## config.mk

```make
export PLATFORM = sky130hd
export DESIGN_NAME = fwgsp_host
export DESIGN_NICKNAME = d
export VERILOG_FILES = /design/src/verilog/fwgsp_pkg.sv /design/src/verilog/fwgsp_host.sv /design/src/verilog/fwgsp_sync.sv
export SDC_FILE = /design/constraint.sdc
export NUM_CORES = 1
export LEC_CHECK = 0
export BUFFER_PORTS_ARGS = -buffer_cell sky130_fd_sc_hd__buf_2
export CAP_MARGIN = 20
export CORE_MARGIN = 3
export CORE_UTILIZATION = 45
export DETAILED_ROUTE_END_ITERATION = 8
export PLACE_DENSITY_LB_ADDON = 0.15
export REMOVE_ABC_BUFFERS = 1
export SYNTH_ARGS = -nofsm -noshare
export SYNTH_HDL_FRONTEND = slang
export SYNTH_HIERARCHICAL = 1
export SYNTH_SLANG_ARGS = --single-unit
```

## constraint.sdc

```tcl
create_clock -name clk_sys_i -period 5.38 [get_ports clk_sys_i]
set_input_delay 1.345 -clock clk_sys_i [delete_from_list [all_inputs] [get_ports clk_sys_i]]
set_output_delay 1.345 -clock clk_sys_i [all_outputs]
set_load 0.01 [all_outputs]
```

## src/verilog/fwgsp_pkg.sv

```systemverilog
// Purpose: Shared constants and carriers for the flash protect host controller
// Assumes: 20 MHz system clock, byte-wide flash with 19 address bits
// Notes: Timing counts derive from ns figures and the clock period
package fwgsp_pkg;
    localparam int CLK_PERIOD_NS = 50;
    localparam int ADDR_W = 19;
    localparam int DATA_W = 8;
    // Write pulse width low and high, access time and sleep margin in ns
    localparam int WP_LOW_NS = 35;
    localparam int WP_HIGH_NS = 30;
    localparam int GLITCH_NS = 5;
    localparam int ACCESS_TIME_NS = 70;
    localparam int SLEEP_MARGIN_NS = 30;
    // Least times round up, never below one cycle
    localparam int WP_LOW_CYC = (WP_LOW_NS + CLK_PERIOD_NS - 1) / CLK_PERIOD_NS;
    localparam int WP_HIGH_CYC = (WP_HIGH_NS + CLK_PERIOD_NS - 1) / CLK_PERIOD_NS;
    localparam int READ_CYC = (ACCESS_TIME_NS + CLK_PERIOD_NS - 1) / CLK_PERIOD_NS + 1;
    localparam int SLEEP_CYC = (ACCESS_TIME_NS + SLEEP_MARGIN_NS + CLK_PERIOD_NS - 1) / CLK_PERIOD_NS;
    localparam int CNT_W = 8;
    // Address bit positions used by the high-voltage modes
    localparam int ADDR_BIT_ZERO = 0;
    localparam int ADDR_BIT_ONE = 1;
    localparam int ADDR_BIT_SIX = 6;
    localparam logic [7:0] NOT_PROTECTED = 8'h00;
    localparam logic [7:0] CMD_AA = 8'hAA;
    localparam logic [7:0] CMD_55 = 8'h55;
    localparam logic [7:0] CMD_IDREAD = 8'h90;
    localparam logic [7:0] CMD_RESET = 8'hF0;
    localparam logic [ADDR_W-1:0] UNLOCK_ADDR_A = 19'h00555;
    localparam logic [ADDR_W-1:0] UNLOCK_ADDR_B = 19'h002AA;

    typedef enum logic [2:0] {
        FWGSP_OP_READ,
        FWGSP_OP_WRITE,
        FWGSP_OP_PROTECT,
        FWGSP_OP_VERIFY,
        FWGSP_OP_UNPROTECT,
        FWGSP_OP_ID_CHECK
    } fwgsp_op_e;

    // Request from the user side
    typedef struct packed {
        fwgsp_op_e op;
        logic [ADDR_W-1:0] addr;
        logic [DATA_W-1:0] data;
    } fwgsp_req_s;

    // Pins driven toward the flash
    typedef struct packed {
        logic chip_sel_n;
        logic write_strobe_n;
        logic out_en_n;
        logic high_voltage_level_oe_pin;
        logic high_voltage_level_addr_bit_nine;
        logic [ADDR_W-1:0] addr;
        logic [DATA_W-1:0] data_out;
        logic data_oe_n;
    } fwgsp_pins_s;
endpackage

```

## src/verilog/fwgsp_host.sv

```systemverilog
// Purpose: Host controller driving the flash pins for reads, writes and sector protect modes
// Assumes: Flash data pins are two-way; high-voltage levels are switched by external drivers
// Notes: One request at a time; req_ready_o low while busy
// Overview of operation
// - Host holds chip select and write strobe low, output enable high, to write.
// - Protect: high voltage on bit nine and output enable over a strobe pulse.
// - Unprotect: high voltage on output enable and bit nine, bit six high, pulse.
// - Protecting all sectors before chip unprotect is recommended only.
`timescale 1ns/1ps
module fwgsp_host (
    input wire logic clk_sys_i, // System clock 20 MHz
    input wire logic reset_n_i, // Async reset, active low
    input wire fwgsp_pkg::fwgsp_req_s req_i, // Request
    input wire logic req_valid_i, // Request strobe
    output logic req_ready_o, // Idle and able to take a request
    output logic done_o, // One-cycle pulse at completion
    output logic [7:0] rd_data_o, // Read result
    output logic protected_o, // Verify result, sector protected
    output logic sleep_hint_o, // Address steady long enough for sleep
    output fwgsp_pkg::fwgsp_pins_s pins_o, // Flash pin drive
    input wire logic [7:0] flash_data_i // Flash data pins in
);
    typedef enum logic [2:0] {
        FWGSP_ST_IDLE,
        FWGSP_ST_SETUP,
        FWGSP_ST_LOW,
        FWGSP_ST_HIGH,
        FWGSP_ST_READ,
        FWGSP_ST_DONE
    } fwgsp_state_e;

    typedef struct packed {
        fwgsp_state_e st;
        fwgsp_pkg::fwgsp_req_s req;
        logic [1:0] seq;
        logic [fwgsp_pkg::CNT_W-1:0] cnt;
        logic [fwgsp_pkg::CNT_W-1:0] steady;
        logic ready;
        logic done;
        logic [7:0] rd_data;
        logic prot;
        logic sleep;
        fwgsp_pkg::fwgsp_pins_s pins;
    } fwgsp_state_s;

    localparam logic [7:0] WP_LOW = 8'(fwgsp_pkg::WP_LOW_CYC);
    localparam logic [7:0] WP_HIGH = 8'(fwgsp_pkg::WP_HIGH_CYC);
    localparam logic [7:0] RD_CYC = 8'(fwgsp_pkg::READ_CYC);
    localparam logic [7:0] SLEEP_C = 8'(fwgsp_pkg::SLEEP_CYC);

    fwgsp_state_s s_reg;
    fwgsp_state_s s_next;
    logic [7:0] data_sync;

    // Data pins cross into the clock domain
    fwgsp_sync #(.WIDTH(8)) u_sync (
        .clk_sys_i(clk_sys_i),
        .reset_n_i(reset_n_i),
        .async_i(flash_data_i),
        .sync_o(data_sync)
    );

    // Idle pin levels: nothing selected, no high voltage
    function automatic fwgsp_pkg::fwgsp_pins_s idle_pins(input logic [18:0] a);
        fwgsp_pkg::fwgsp_pins_s p;
        p = '0;
        p.chip_sel_n = 1'b1;
        p.write_strobe_n = 1'b1;
        p.out_en_n = 1'b1;
        p.data_oe_n = 1'b1;
        p.addr = a;
        return p;
    endfunction

    // Address and data of each step of the identification command sequence
    function automatic logic [26:0] id_step(input logic [1:0] n);
        case (n)
            2'h0: id_step = {fwgsp_pkg::UNLOCK_ADDR_A, fwgsp_pkg::CMD_AA};
            2'h1: id_step = {fwgsp_pkg::UNLOCK_ADDR_B, fwgsp_pkg::CMD_55};
            default: id_step = {fwgsp_pkg::UNLOCK_ADDR_A, fwgsp_pkg::CMD_IDREAD};
        endcase
    endfunction

    // Next state logic
    always_comb begin
        logic is_write;
        logic is_hv;
        logic [26:0] step;
        is_write = 1'b0;
        is_hv = 1'b0;
        step = '0;
        s_next = s_reg;
        s_next.done = 1'b0;
        s_next.cnt = s_reg.cnt + 8'h01;
        is_write = (s_reg.req.op == fwgsp_pkg::FWGSP_OP_WRITE) ||
            ((s_reg.req.op == fwgsp_pkg::FWGSP_OP_ID_CHECK) && (s_reg.seq != 2'h3));
        is_hv = (s_reg.req.op == fwgsp_pkg::FWGSP_OP_PROTECT) ||
            (s_reg.req.op == fwgsp_pkg::FWGSP_OP_UNPROTECT);
        step = id_step(s_reg.seq);
        case (s_reg.st)
            FWGSP_ST_IDLE: begin
                s_next.pins = idle_pins(s_reg.pins.addr);
                s_next.ready = 1'b1;
                if (req_valid_i) begin
                    s_next.req = req_i;
                    s_next.seq = 2'h0;
                    s_next.ready = 1'b0;
                    s_next.st = FWGSP_ST_SETUP;
                end
            end
            FWGSP_ST_SETUP: begin
                s_next.cnt = '0;
                s_next.pins = idle_pins(s_reg.req.addr);
                s_next.st = FWGSP_ST_LOW;
                case (s_reg.req.op)
                    fwgsp_pkg::FWGSP_OP_PROTECT: begin
                        s_next.pins.high_voltage_level_addr_bit_nine = 1'b1;
                        s_next.pins.high_voltage_level_oe_pin = 1'b1;
                        s_next.pins.chip_sel_n = 1'b0;
                    end
                    fwgsp_pkg::FWGSP_OP_UNPROTECT: begin
                        s_next.pins.high_voltage_level_addr_bit_nine = 1'b1;
                        s_next.pins.high_voltage_level_oe_pin = 1'b1;
                        s_next.pins.chip_sel_n = 1'b0;
                        s_next.pins.addr[fwgsp_pkg::ADDR_BIT_SIX] = 1'b1;
                    end
                    fwgsp_pkg::FWGSP_OP_VERIFY: begin
                        s_next.pins.high_voltage_level_addr_bit_nine = 1'b1;
                        s_next.pins.addr[fwgsp_pkg::ADDR_BIT_ONE] = 1'b1;
                        s_next.pins.addr[fwgsp_pkg::ADDR_BIT_ZERO] = 1'b0;
                        s_next.pins.addr[fwgsp_pkg::ADDR_BIT_SIX] = 1'b0;
                        s_next.st = FWGSP_ST_READ;
                    end
                    fwgsp_pkg::FWGSP_OP_READ: s_next.st = FWGSP_ST_READ;
                    fwgsp_pkg::FWGSP_OP_ID_CHECK: begin
                        if (s_reg.seq == 2'h3) begin
                            // sector read with bit one high
                            s_next.pins.addr[fwgsp_pkg::ADDR_BIT_ONE] = 1'b1;
                            s_next.st = FWGSP_ST_READ;
                        end else begin
                            s_next.pins.addr = step[26:8];
                            s_next.pins.data_out = step[7:0];
                            s_next.pins.data_oe_n = 1'b0;
                        end
                    end
                    default: begin
                        s_next.pins.data_out = s_reg.req.data;
                        s_next.pins.data_oe_n = 1'b0;
                    end
                endcase
                if (is_write) begin
                    // chip select low, output enable high
                    s_next.pins.chip_sel_n = 1'b0;
                    s_next.pins.out_en_n = 1'b1;
                end
            end
            FWGSP_ST_LOW: begin
                // pulse far longer than glitch window
                // strobe low only with output enable high
                s_next.pins.write_strobe_n = 1'b0;
                if (s_reg.cnt >= WP_LOW) begin
                    s_next.cnt = '0;
                    s_next.st = FWGSP_ST_HIGH;
                end
            end
            FWGSP_ST_HIGH: begin
                // Rising edge ends protect or unprotect pulse
                s_next.pins.write_strobe_n = 1'b1;
                if (s_reg.cnt >= WP_HIGH) begin
                    s_next.pins = idle_pins(s_reg.req.addr);
                    if ((s_reg.req.op == fwgsp_pkg::FWGSP_OP_ID_CHECK) && !is_hv) begin
                        s_next.seq = s_reg.seq + 2'h1;
                        s_next.st = FWGSP_ST_SETUP;
                    end else begin
                        s_next.st = FWGSP_ST_DONE;
                    end
                end
            end
            FWGSP_ST_READ: begin
                s_next.pins.chip_sel_n = 1'b0;
                s_next.pins.out_en_n = 1'b0;
                if (s_reg.cnt >= RD_CYC) begin
                    s_next.rd_data = data_sync;
                    s_next.prot = (data_sync != fwgsp_pkg::NOT_PROTECTED) && data_sync[0];
                    s_next.pins = idle_pins(s_reg.req.addr);
                    s_next.st = FWGSP_ST_DONE;
                end
            end
            FWGSP_ST_DONE: begin
                s_next.done = 1'b1;
                s_next.ready = 1'b1;
                if (s_reg.req.op == fwgsp_pkg::FWGSP_OP_ID_CHECK) begin
                    // Leave identification mode so later reads return array data
                    s_next.req.op = fwgsp_pkg::FWGSP_OP_WRITE;
                    s_next.req.data = fwgsp_pkg::CMD_RESET;
                    s_next.done = 1'b0;
                    s_next.ready = 1'b0;
                    s_next.st = FWGSP_ST_SETUP;
                end else begin
                    s_next.st = FWGSP_ST_IDLE;
                end
            end
            default: s_next.st = FWGSP_ST_IDLE;
        endcase
        // address steadiness count for sleep hint
        if (s_next.pins.addr != s_reg.pins.addr) begin
            s_next.steady = '0;
        end else if (s_reg.steady < SLEEP_C) begin
            s_next.steady = s_reg.steady + 8'h01;
        end
        s_next.sleep = (s_next.steady >= SLEEP_C);
    end

    // State register; reset leaves pins idle and high voltage off
    always_ff @(posedge clk_sys_i or negedge reset_n_i) begin
        if (!reset_n_i) begin
            s_reg <= '0;
            s_reg.pins.chip_sel_n <= 1'b1;
            s_reg.pins.write_strobe_n <= 1'b1;
            s_reg.pins.out_en_n <= 1'b1;
            s_reg.pins.data_oe_n <= 1'b1;
        end else begin
            s_reg <= s_next;
        end
    end

    assign req_ready_o = s_reg.ready;
    assign done_o = s_reg.done;
    assign rd_data_o = s_reg.rd_data;
    assign protected_o = s_reg.prot;
    assign sleep_hint_o = s_reg.sleep;
    assign pins_o = s_reg.pins;
endmodule

```

## src/verilog/fwgsp_sync.sv

```systemverilog
// Purpose: Two flip-flop synchroniser for a bus of flash pin inputs
// Assumes: Inputs are asynchronous to clk_sys_i
// Notes: First stage is read only by the second stage
`timescale 1ns/1ps
module fwgsp_sync #(
    parameter int WIDTH = 8
) (
    input wire logic clk_sys_i, // System clock
    input wire logic reset_n_i, // Async reset, active low
    input wire logic [WIDTH-1:0] async_i, // Pin level
    output logic [WIDTH-1:0] sync_o // Synchronised level
);
    logic [WIDTH-1:0] meta_reg;

    // Two stage capture
    always_ff @(posedge clk_sys_i or negedge reset_n_i) begin
        if (!reset_n_i) begin
            meta_reg <= '0;
            sync_o <= '0;
        end else begin
            meta_reg <= async_i;
            sync_o <= meta_reg;
        end
    end
endmodule

```

# --- Word level (Yosys, flattened, before mapping) ---
# Index checks and enable logic that the tools add are counted.
word_totals:
  ff_bits: 112
  output_inout_bits: 45
op_classes:
  n_addsub: 3
  n_lt_le_gt_ge: 4
  eq_ne: 20
  reduce_logical: 27
  muxes: 42
ops:
  columns: ["op", "n"]
  rows:
  - ["$pmux 31 s4", 1]
  - ["$mux 33", 2]
  - ["$pmux 19 s2", 1]
  - ["$mux 35", 1]
  - ["$mux 8", 4]
  - ["$pmux 8 s2", 2]
  - ["$ne 19x19->1", 1]
  - ["$mux 3", 6]
  - ["$pmux 3 s6", 1]
  - ["$pmux 9 s2", 1]
  - ["$mux 17", 1]
  - ["$add 8x1->8 const B", 2]
  - ["$ge 8x2->1 const B", 2]
  - ["$ne 2x2->1 const B", 7]
  - ["$eq 3x2->1 const B", 4]
  - ["$eq 3x3->1 const B", 4]
  - ["$mux 12", 1]
  - ["$pmux 3 s2", 2]
  - ["$mux 10", 1]
  - ["$ge 8x1->1 const B", 1]
  - ["$lt 8x2->1 const B", 1]
  - ["$mux 1", 8]
  - ["$pmux 1 s4", 2]
  - ["$pmux 2 s2", 2]
  - ["22 further kinds", 38]

# --- Logic depth before layout (Yosys ltp) ---
# Gate-level depths: netlist of run 1.
logic_depth:
  ltp_word: 8
  mapped_depth: 10

# --- Cells and area by module ---
# Netlist of run 1, hierarchy kept.
modules_own_cells:
  columns: ["module", "cells_per_inst", "n_inst", "seq_area_each_um2", "area_per_inst_um2"]
  rows:
  - ["fwgsp_host", 561, 1, 2407.3, 5185.0]
  - ["fwgsp_sync", 16, 1, 400.4, 400.4]

# --- Worst setup path after synthesis of run 1 ---
# No wires, ideal clock.
synth_path:
  kind: "input -> register"
  from: "in req_valid_i"
  to: "reg s_reg[63] in the netlist's numbering"
  setup_slack_ns: 2.717
  setup_time_ns: 0.066
  path_buffers: 2
  cell_stages: 8
  t_arrival_ns: 2.597
  path_cell_list: "clkbuf_2 nor2b_1 nor2b_1 a31oi_1 nor2_1 clkbuf_1 nand3_1 nand2_1"
synth_via:
  elab_chain_cells: 2
synth_rtl:
  columns: ["element", "line", "rtl"]
  rows:
  - ["start: declaration", "fwgsp_host.sv:14", "input wire logic req_valid_i,"]
  - ["$ne 2x2->1 (no line)", null, null]
  - ["$reduce_and 3->1 (no line)", null, null]
  - ["end signal: assignment", "fwgsp_host.sv:223", "s_reg <= s_next;"]
  - ["end: declaration", "fwgsp_host.sv:51", "fwgsp_state_s s_reg;"]
# No other way between the ends.
# A chain may end at the register's enable or synchronous reset.

==> results of run 1 <==
==> logic make-up (layout without fill, tap and decap cells) <==
logic type,Yosys count,count (layout)
flops,112,112
buf+inv,90,128
simple gates,209,209
mux,18,18
xor+xnor,8,8
fa+ha+maj,8,8
compound gates,132,132
==> worst paths after layout <==
| path | startpoint | endpoint | slack (ns) | cells after the start |
|---|---|---|---|---|
| max | s_reg[94] | sleep_hint_o | 2.13 | 7 |
| min | u_sync/meta_reg[3] | u_sync/sync_o[3] | 0.35 | 0 |
| max reg2reg | s_reg[94] | sleep_hint_o | 2.13 | 7 |
| min reg2reg | u_sync/meta_reg[3] | u_sync/sync_o[3] | 0.35 | 0 |
| max in group asynchronous | reset_n_i | pins_o[10] | 3.23 | 2 |
| min in group asynchronous | reset_n_i | s_reg[50] | 1.10 | 1 |
==> routing by layer <==
layer	share of wire, %	vias up
met5	0	-
met4	1.2	0
met3	3.0	9
met2	49	63
met1	47	1934
li1	-	2040
==> power breakdown <==
group	switching [W]	internal [W]	total (W)
sequential	0.000317	0.00114	0.00146
clock	0.000361	0.000341	0.000702
combinational	0.000946	0.000689	0.00163
total	0.00162	0.00217	0.00380
==> cell usage after synthesis, drive strengths merged, types with 3 or more instances <==
cell type and instances:
a211oi 4, a21oi 36, a221o 5, a22o 9, a22oi 6, a31oi 5
and3 4, buf 51, clkbuf 16, dfrtp 108, dfstp 4, ha 8
inv 23, mux2 16, nand2 89, nand2b 7, nand3 13, nor2 47
nor2b 10, nor3 9, nor3b 8, o21ai 32, o22a 3, o22ai 11
o31ai 4, or2 3, or3 4, xor2 6
==> metrics by stage <==
stage | setup slack [ns] | hold WS (ns) | area [sq um]
after detailed placement | 2.19 | 0.335 | 5820
after global placement | 2.33 | 0.333 | 5820
after global routing | 1.88 | 0.358 | 6140
final | 2.13 | 0.353 | 6140
after CTS | 2.16 | 0.355 | 6140
after floorplan | 2.60 | 0.331 | 5150
==> final cells by class <==
cell class / count / area share [%]
Tap cell: 168 / 3.42
Timing Repair Buffer: 89 / 7.46
Inverter: 23 / 1.41
Clock buffer: 9 / 3.67
Clock inverter: 7 / 1.49
Sequential cell: 112 / 45.7
Multi-Input combinational cell: 375 / 36.8
==> worst max-delay path: cells and delay by family (launching register included) <==
kind / cells / cell delay, ns
AND/OR/NAND/NOR: 3 / 1.31
flip-flops: 1 / 0.66
AO/OA/AOI/OAI: 4 / 1.17
==> impl_metrics.json, run 1 <==
{
  "status": "finished, final reports clean",
  "synthCells": 577,
  "crit_arrival_ns": 3.50,
  "final_cell_mix": "dfrtp_1, nand2_1, buf_2, nor2_1, a21oi_1",
  "utilization_pct": 50.9,
  "ys_seq_area_share_pct": 50.3,
  "fillers": 1131,
  "tightest_slew_ns": 0.929,
  "syn_area_per_cell_sq_um": 9.68,
  "fin_tns_setup_ns": 0,
  "synth_top_cell_by_area": "dfrtp_1",
  "end_kind": "flop",
  "final_hold_viol_count": 0,
  "drc": 0,
  "synth_top_family_by_area": "simple AND/OR/NAND/NOR gates",
  "synth-xor-area-share_pct": 1.25,
  "worst_clock_skew_ns": 0.0155,
  "ant_nets": 0,
  "critical_path_required_ns": 5.63,
  "critical_path.cell_chain": "or3b_1 > nor2_2 > or3_1 > a21oi_4 > a2111oi_2 > a31oi_4 > a211oi_1",
  "grt_pass1_vias": 4075,
  "grtUsageMet3_pct": 4.44,
  "drv_cap": 0,
  "path_clk_slew_ns": 0.09,
  "cts_tree": "yes",
  "seqCellArea_sq_mm": 0.00281,
  "clk_latency_ns": 0.36,
  "rows": 40,
  "die_w_um": 117,
  "placed_cells": 767,
  "clock-sinks": 112,
  "finalPower_w": 0.00380,
  "antenna_found_initial": 0,
  "start_util_pct": 46.3,
  "final_nets": 659,
  "syn2layout_area_growth_pct": 9.90,
  "ys.flop_type": "dfrtp_1",
  "ios": 86,
  "irDropWorstVdd_uv": 231,
  "rsz0062_at_grt": "no",
  "cp_max_fo": 26,
  "cts_setup_buffers": 0,
  "die_h_um": 117,
  "vias": 4046,
  "core_area_sq_mm": 0.0121,
  "power_density_mw_per_mm2": 618,
  "yosysWarnings": 6,
  "routabilityCongestion": 0.863,
  "met2_usage_pct": 29.3,
  "ctsHoldBuffers": 0,
  "critPathLaunchType": "flop",
  "synth_area_leaders": "dfrtp_1, nand2_1, buf_4, mux2_2, a21oi_1",
  "hold_class": "reg2reg",
  "first_pass_iters": 5,
  "synth.area.mux_share_pct": 3.58,
  "htree_levels": 3,
  "place_hpwl_mm": 8.55,
  "use_met1_pct": 25.2,
  "gr-total-overflow": 0,
  "yosysUniqueCellTypes": 61,
  "wl_mm": 12.0,
  "synth_edf_count": 0,
  "leakage_nw": 2.91,
  "grt_pass1_wl_mm": 20.6,
  "grt.busiest_layer": "met2",
  "drive_gt1_share_pct": 22.4,
  "synthesis.area_sq_mm": 0.00559,
  "synth_compound_area_share_pct": 16.0,
  "max_freq_mhz": 307,
  "setup_viol_count_final": 0,
  "clock_path_buffers": 2,
  "post_drt_wl_per_cell_um": 15.3,
  "max_stage_delay_ns": 0.66,
  "slew-limit-headroom_pct": 38.1,
  "root_buffer": "clkbuf_16",
  "final_common_cell": "dfrtp_1",
  "largest_register_ff_count": 51,
  "instances_no_fill": 783,
  "min_period_ns": 3.25,
  "grt_usage_pct": 18.3,
  "crit_slowest_cell": "dfrtp_1",
  "vias_per_cell": 5.17,
  "antennaDiodeCount": 0,
  "numCtsBuffers": 9,
  "grt_max_degree": 73,
  "ys_ff_latch": 112,
  "multiInputGateArea_sq_mm": 0.00226,
  "port_buffers": 85,
  "yosysTopAreaCellShare_pct": 48.4,
  "synthArstFlopShare_pct": 100,
  "final.period_utilization_pct": 60.5,
  "die-area_sq_mm": 0.0138,
  "yosys.area_share.simple_pct": 17.9,
  "post_cts_resized": 0,
  "drt-initial-drc-count": 296,
  "finalMaxSlewViolations": 0,
  "synth-adder-area-share_pct": 1.79,
  "setup.worst_path.class": "reg2reg"
}
(Power assumes the default switching activity.)
==> inputs of run 2 (changes only) <==
==> constraint.sdc (replaced) <==
create_clock -name clk_sys_i -period 3.3 [get_ports clk_sys_i]
set_input_delay 0.825 -clock clk_sys_i [delete_from_list [all_inputs] [get_ports clk_sys_i]]
set_output_delay 0.825 -clock clk_sys_i [all_outputs]
set_load 0.01 [all_outputs]
==> impl_metrics.json, run 2 (same netlist as run 1, synthesis figures left out) <==
{
  "max_freq_mhz": 345,
  "gr-total-overflow": 0,
  "largest_register_ff_count": 51,
  "clock-sinks": 112,
  "status": "finished, final reports clean",
  "numCtsBuffers": 9,
  "vias": 4190,
  "critical_path_required_ns": 3.57,
  "min_period_ns": 2.90,
  "grt_pass1_wl_mm": 20.7,
  "die-area_sq_mm": 0.0138,
  "cp_max_fo": 16,
  "crit_slowest_cell": "dfrtp_1",
  "setup.worst_path.class": "reg2reg",
  "finalMaxSlewViolations": 0,
  "port_buffers": 85,
  "end_kind": "flop",
  "die_w_um": 117,
  "vias_per_cell": 5.32,
  "post_drt_wl_per_cell_um": 15.6,
  "cp-startpoint": "s_reg[93]",
  "post_cts_resized": 0,
  "irDropWorstVdd_uv": 378,
  "wl_mm": 12.3,
  "final.period_utilization_pct": 88.0,
  "critPathLaunchType": "flop",
  "first_pass_iters": 5,
  "antenna_found_initial": 0,
  "drt-initial-drc-count": 238,
  "place_hpwl_mm": 8.67,
  "drv_cap": 0,
  "root_buffer": "clkbuf_16",
  "final_common_cell": "dfrtp_1",
  "placed_cells": 771,
  "grt_pass1_vias": 4122,
  "ant_nets": 0,
  "grt_usage_pct": 18.2,
  "core_area_sq_mm": 0.0121,
  "final_nets": 663,
  "syn2layout_area_growth_pct": 10.3,
  "final_cell_mix": "dfrtp_1, nand2_1, buf_2, nor2_1, a21oi_1",
  "antennaDiodeCount": 0,
  "max_stage_delay_ns": 0.63,
  "setup_viol_count_final": 0,
  "grt_max_degree": 61,
  "instances_no_fill": 787,
  "ios": 86,
  "final_hold_viol_count": 0,
  "power_density_mw_per_mm2": 1000,
  "path_clk_slew_ns": 0.09,
  "hp-start": "u_sync/meta_reg[6]",
  "htree_levels": 3,
  "slew-limit-headroom_pct": 36.1,
  "cts_setup_buffers": 0,
  "drc": 0,
  "fin_tns_setup_ns": 0,
  "clock_path_buffers": 2,
  "r2r-start": "s_reg[93]",
  "rows": 40,
  "tightest_slew_ns": 0.955,
  "leakage_nw": 2.93,
  "clk_latency_ns": 0.37,
  "die_h_um": 117,
  "start_util_pct": 46.3,
  "drive_gt1_share_pct": 22.9,
  "fillers": 1120,
  "ctsHoldBuffers": 0,
  "crit_arrival_ns": 3.17,
  "critical_path.cell_chain": "or3b_1 > nor2_2 > or3_1 > buf_4 > a31oi_1 > a221oi_1 > a31oi_4 > a211oi_1",
  "routabilityCongestion": 0.857,
  "hold_class": "reg2reg",
  "rsz0062_at_grt": "no",
  "worst_clock_skew_ns": 0.0119,
  "cts_tree": "yes"
}
run 2: final cells by class:
cell class,count,area [sq um],share of cell area [%]
Sequential cell,112,2810,45.6
Multi-Input combinational cell,375,2260,36.7
Timing Repair Buffer,93,500,8.12
Clock buffer,9,225,3.65
Tap cell,168,210,3.41
Inverter,23,86.3,1.40
Clock inverter,7,73.8,1.20
run 2: report_power, final:
group | leakage (nW) | switching (W) | internal [W]
combinational | 1.38 | 0.00160 | 0.00115
clock | 0.144 | 0.000551 | 0.000535
sequential | 1.40 | 0.000490 | 0.00186
run 2: final timing paths:
check,slack (ns),end,depth (start not counted)
setup reg to reg,0.40,sleep_hint_o,8
min in group asynchronous,0.55,s_reg[78],1
hold / removal,0.35,u_sync/sync_o[6],0
hold reg to reg,0.35,u_sync/sync_o[6],0
max in group asynchronous,2.00,pins_o[32],2
setup / recovery,0.40,sleep_hint_o,8
run 2: metrics by stage:
step / utilization (%) / hold WS, ns / power (W) / worst slack [ns] / instance area [sq um]
2_1_floorplan: - / 0.331 / 0.00418 / 0.524 / 5150
3_3_place_gp: 48.6 / 0.333 / 0.00507 / 0.496 / 5860
3_5_place_dp: 48.6 / 0.340 / 0.00513 / 0.433 / 5860
4_1_cts: 51.1 / 0.358 / 0.00624 / 0.393 / 6160
5_1_grt: 51.1 / 0.359 / 0.00669 / 0.0813 / 6160
6_report: 51.1 / 0.353 / 0.00619 / 0.398 / 6160
run 2: worst max-delay path: cells and delay by family (launching register included):
kind                   cells  cell delay [ns]
flip-flops                 1             0.63
buffers and inverters      1             0.22
AO/OA/AOI/OAI              4             0.87
AND/OR/NAND/NOR            3             1.07
run 2: layer usage:
layer / track usage (%) / routed length (um) / vias to the layer above
met2: 30.1 / 5940 / 82
met1: 23.9 / 5710 / 2061
li1: - / - / 2030
met3: 4.05 / 466 / 17
met5: 0 / 0 / -
met4: 6.16 / 200 / 0
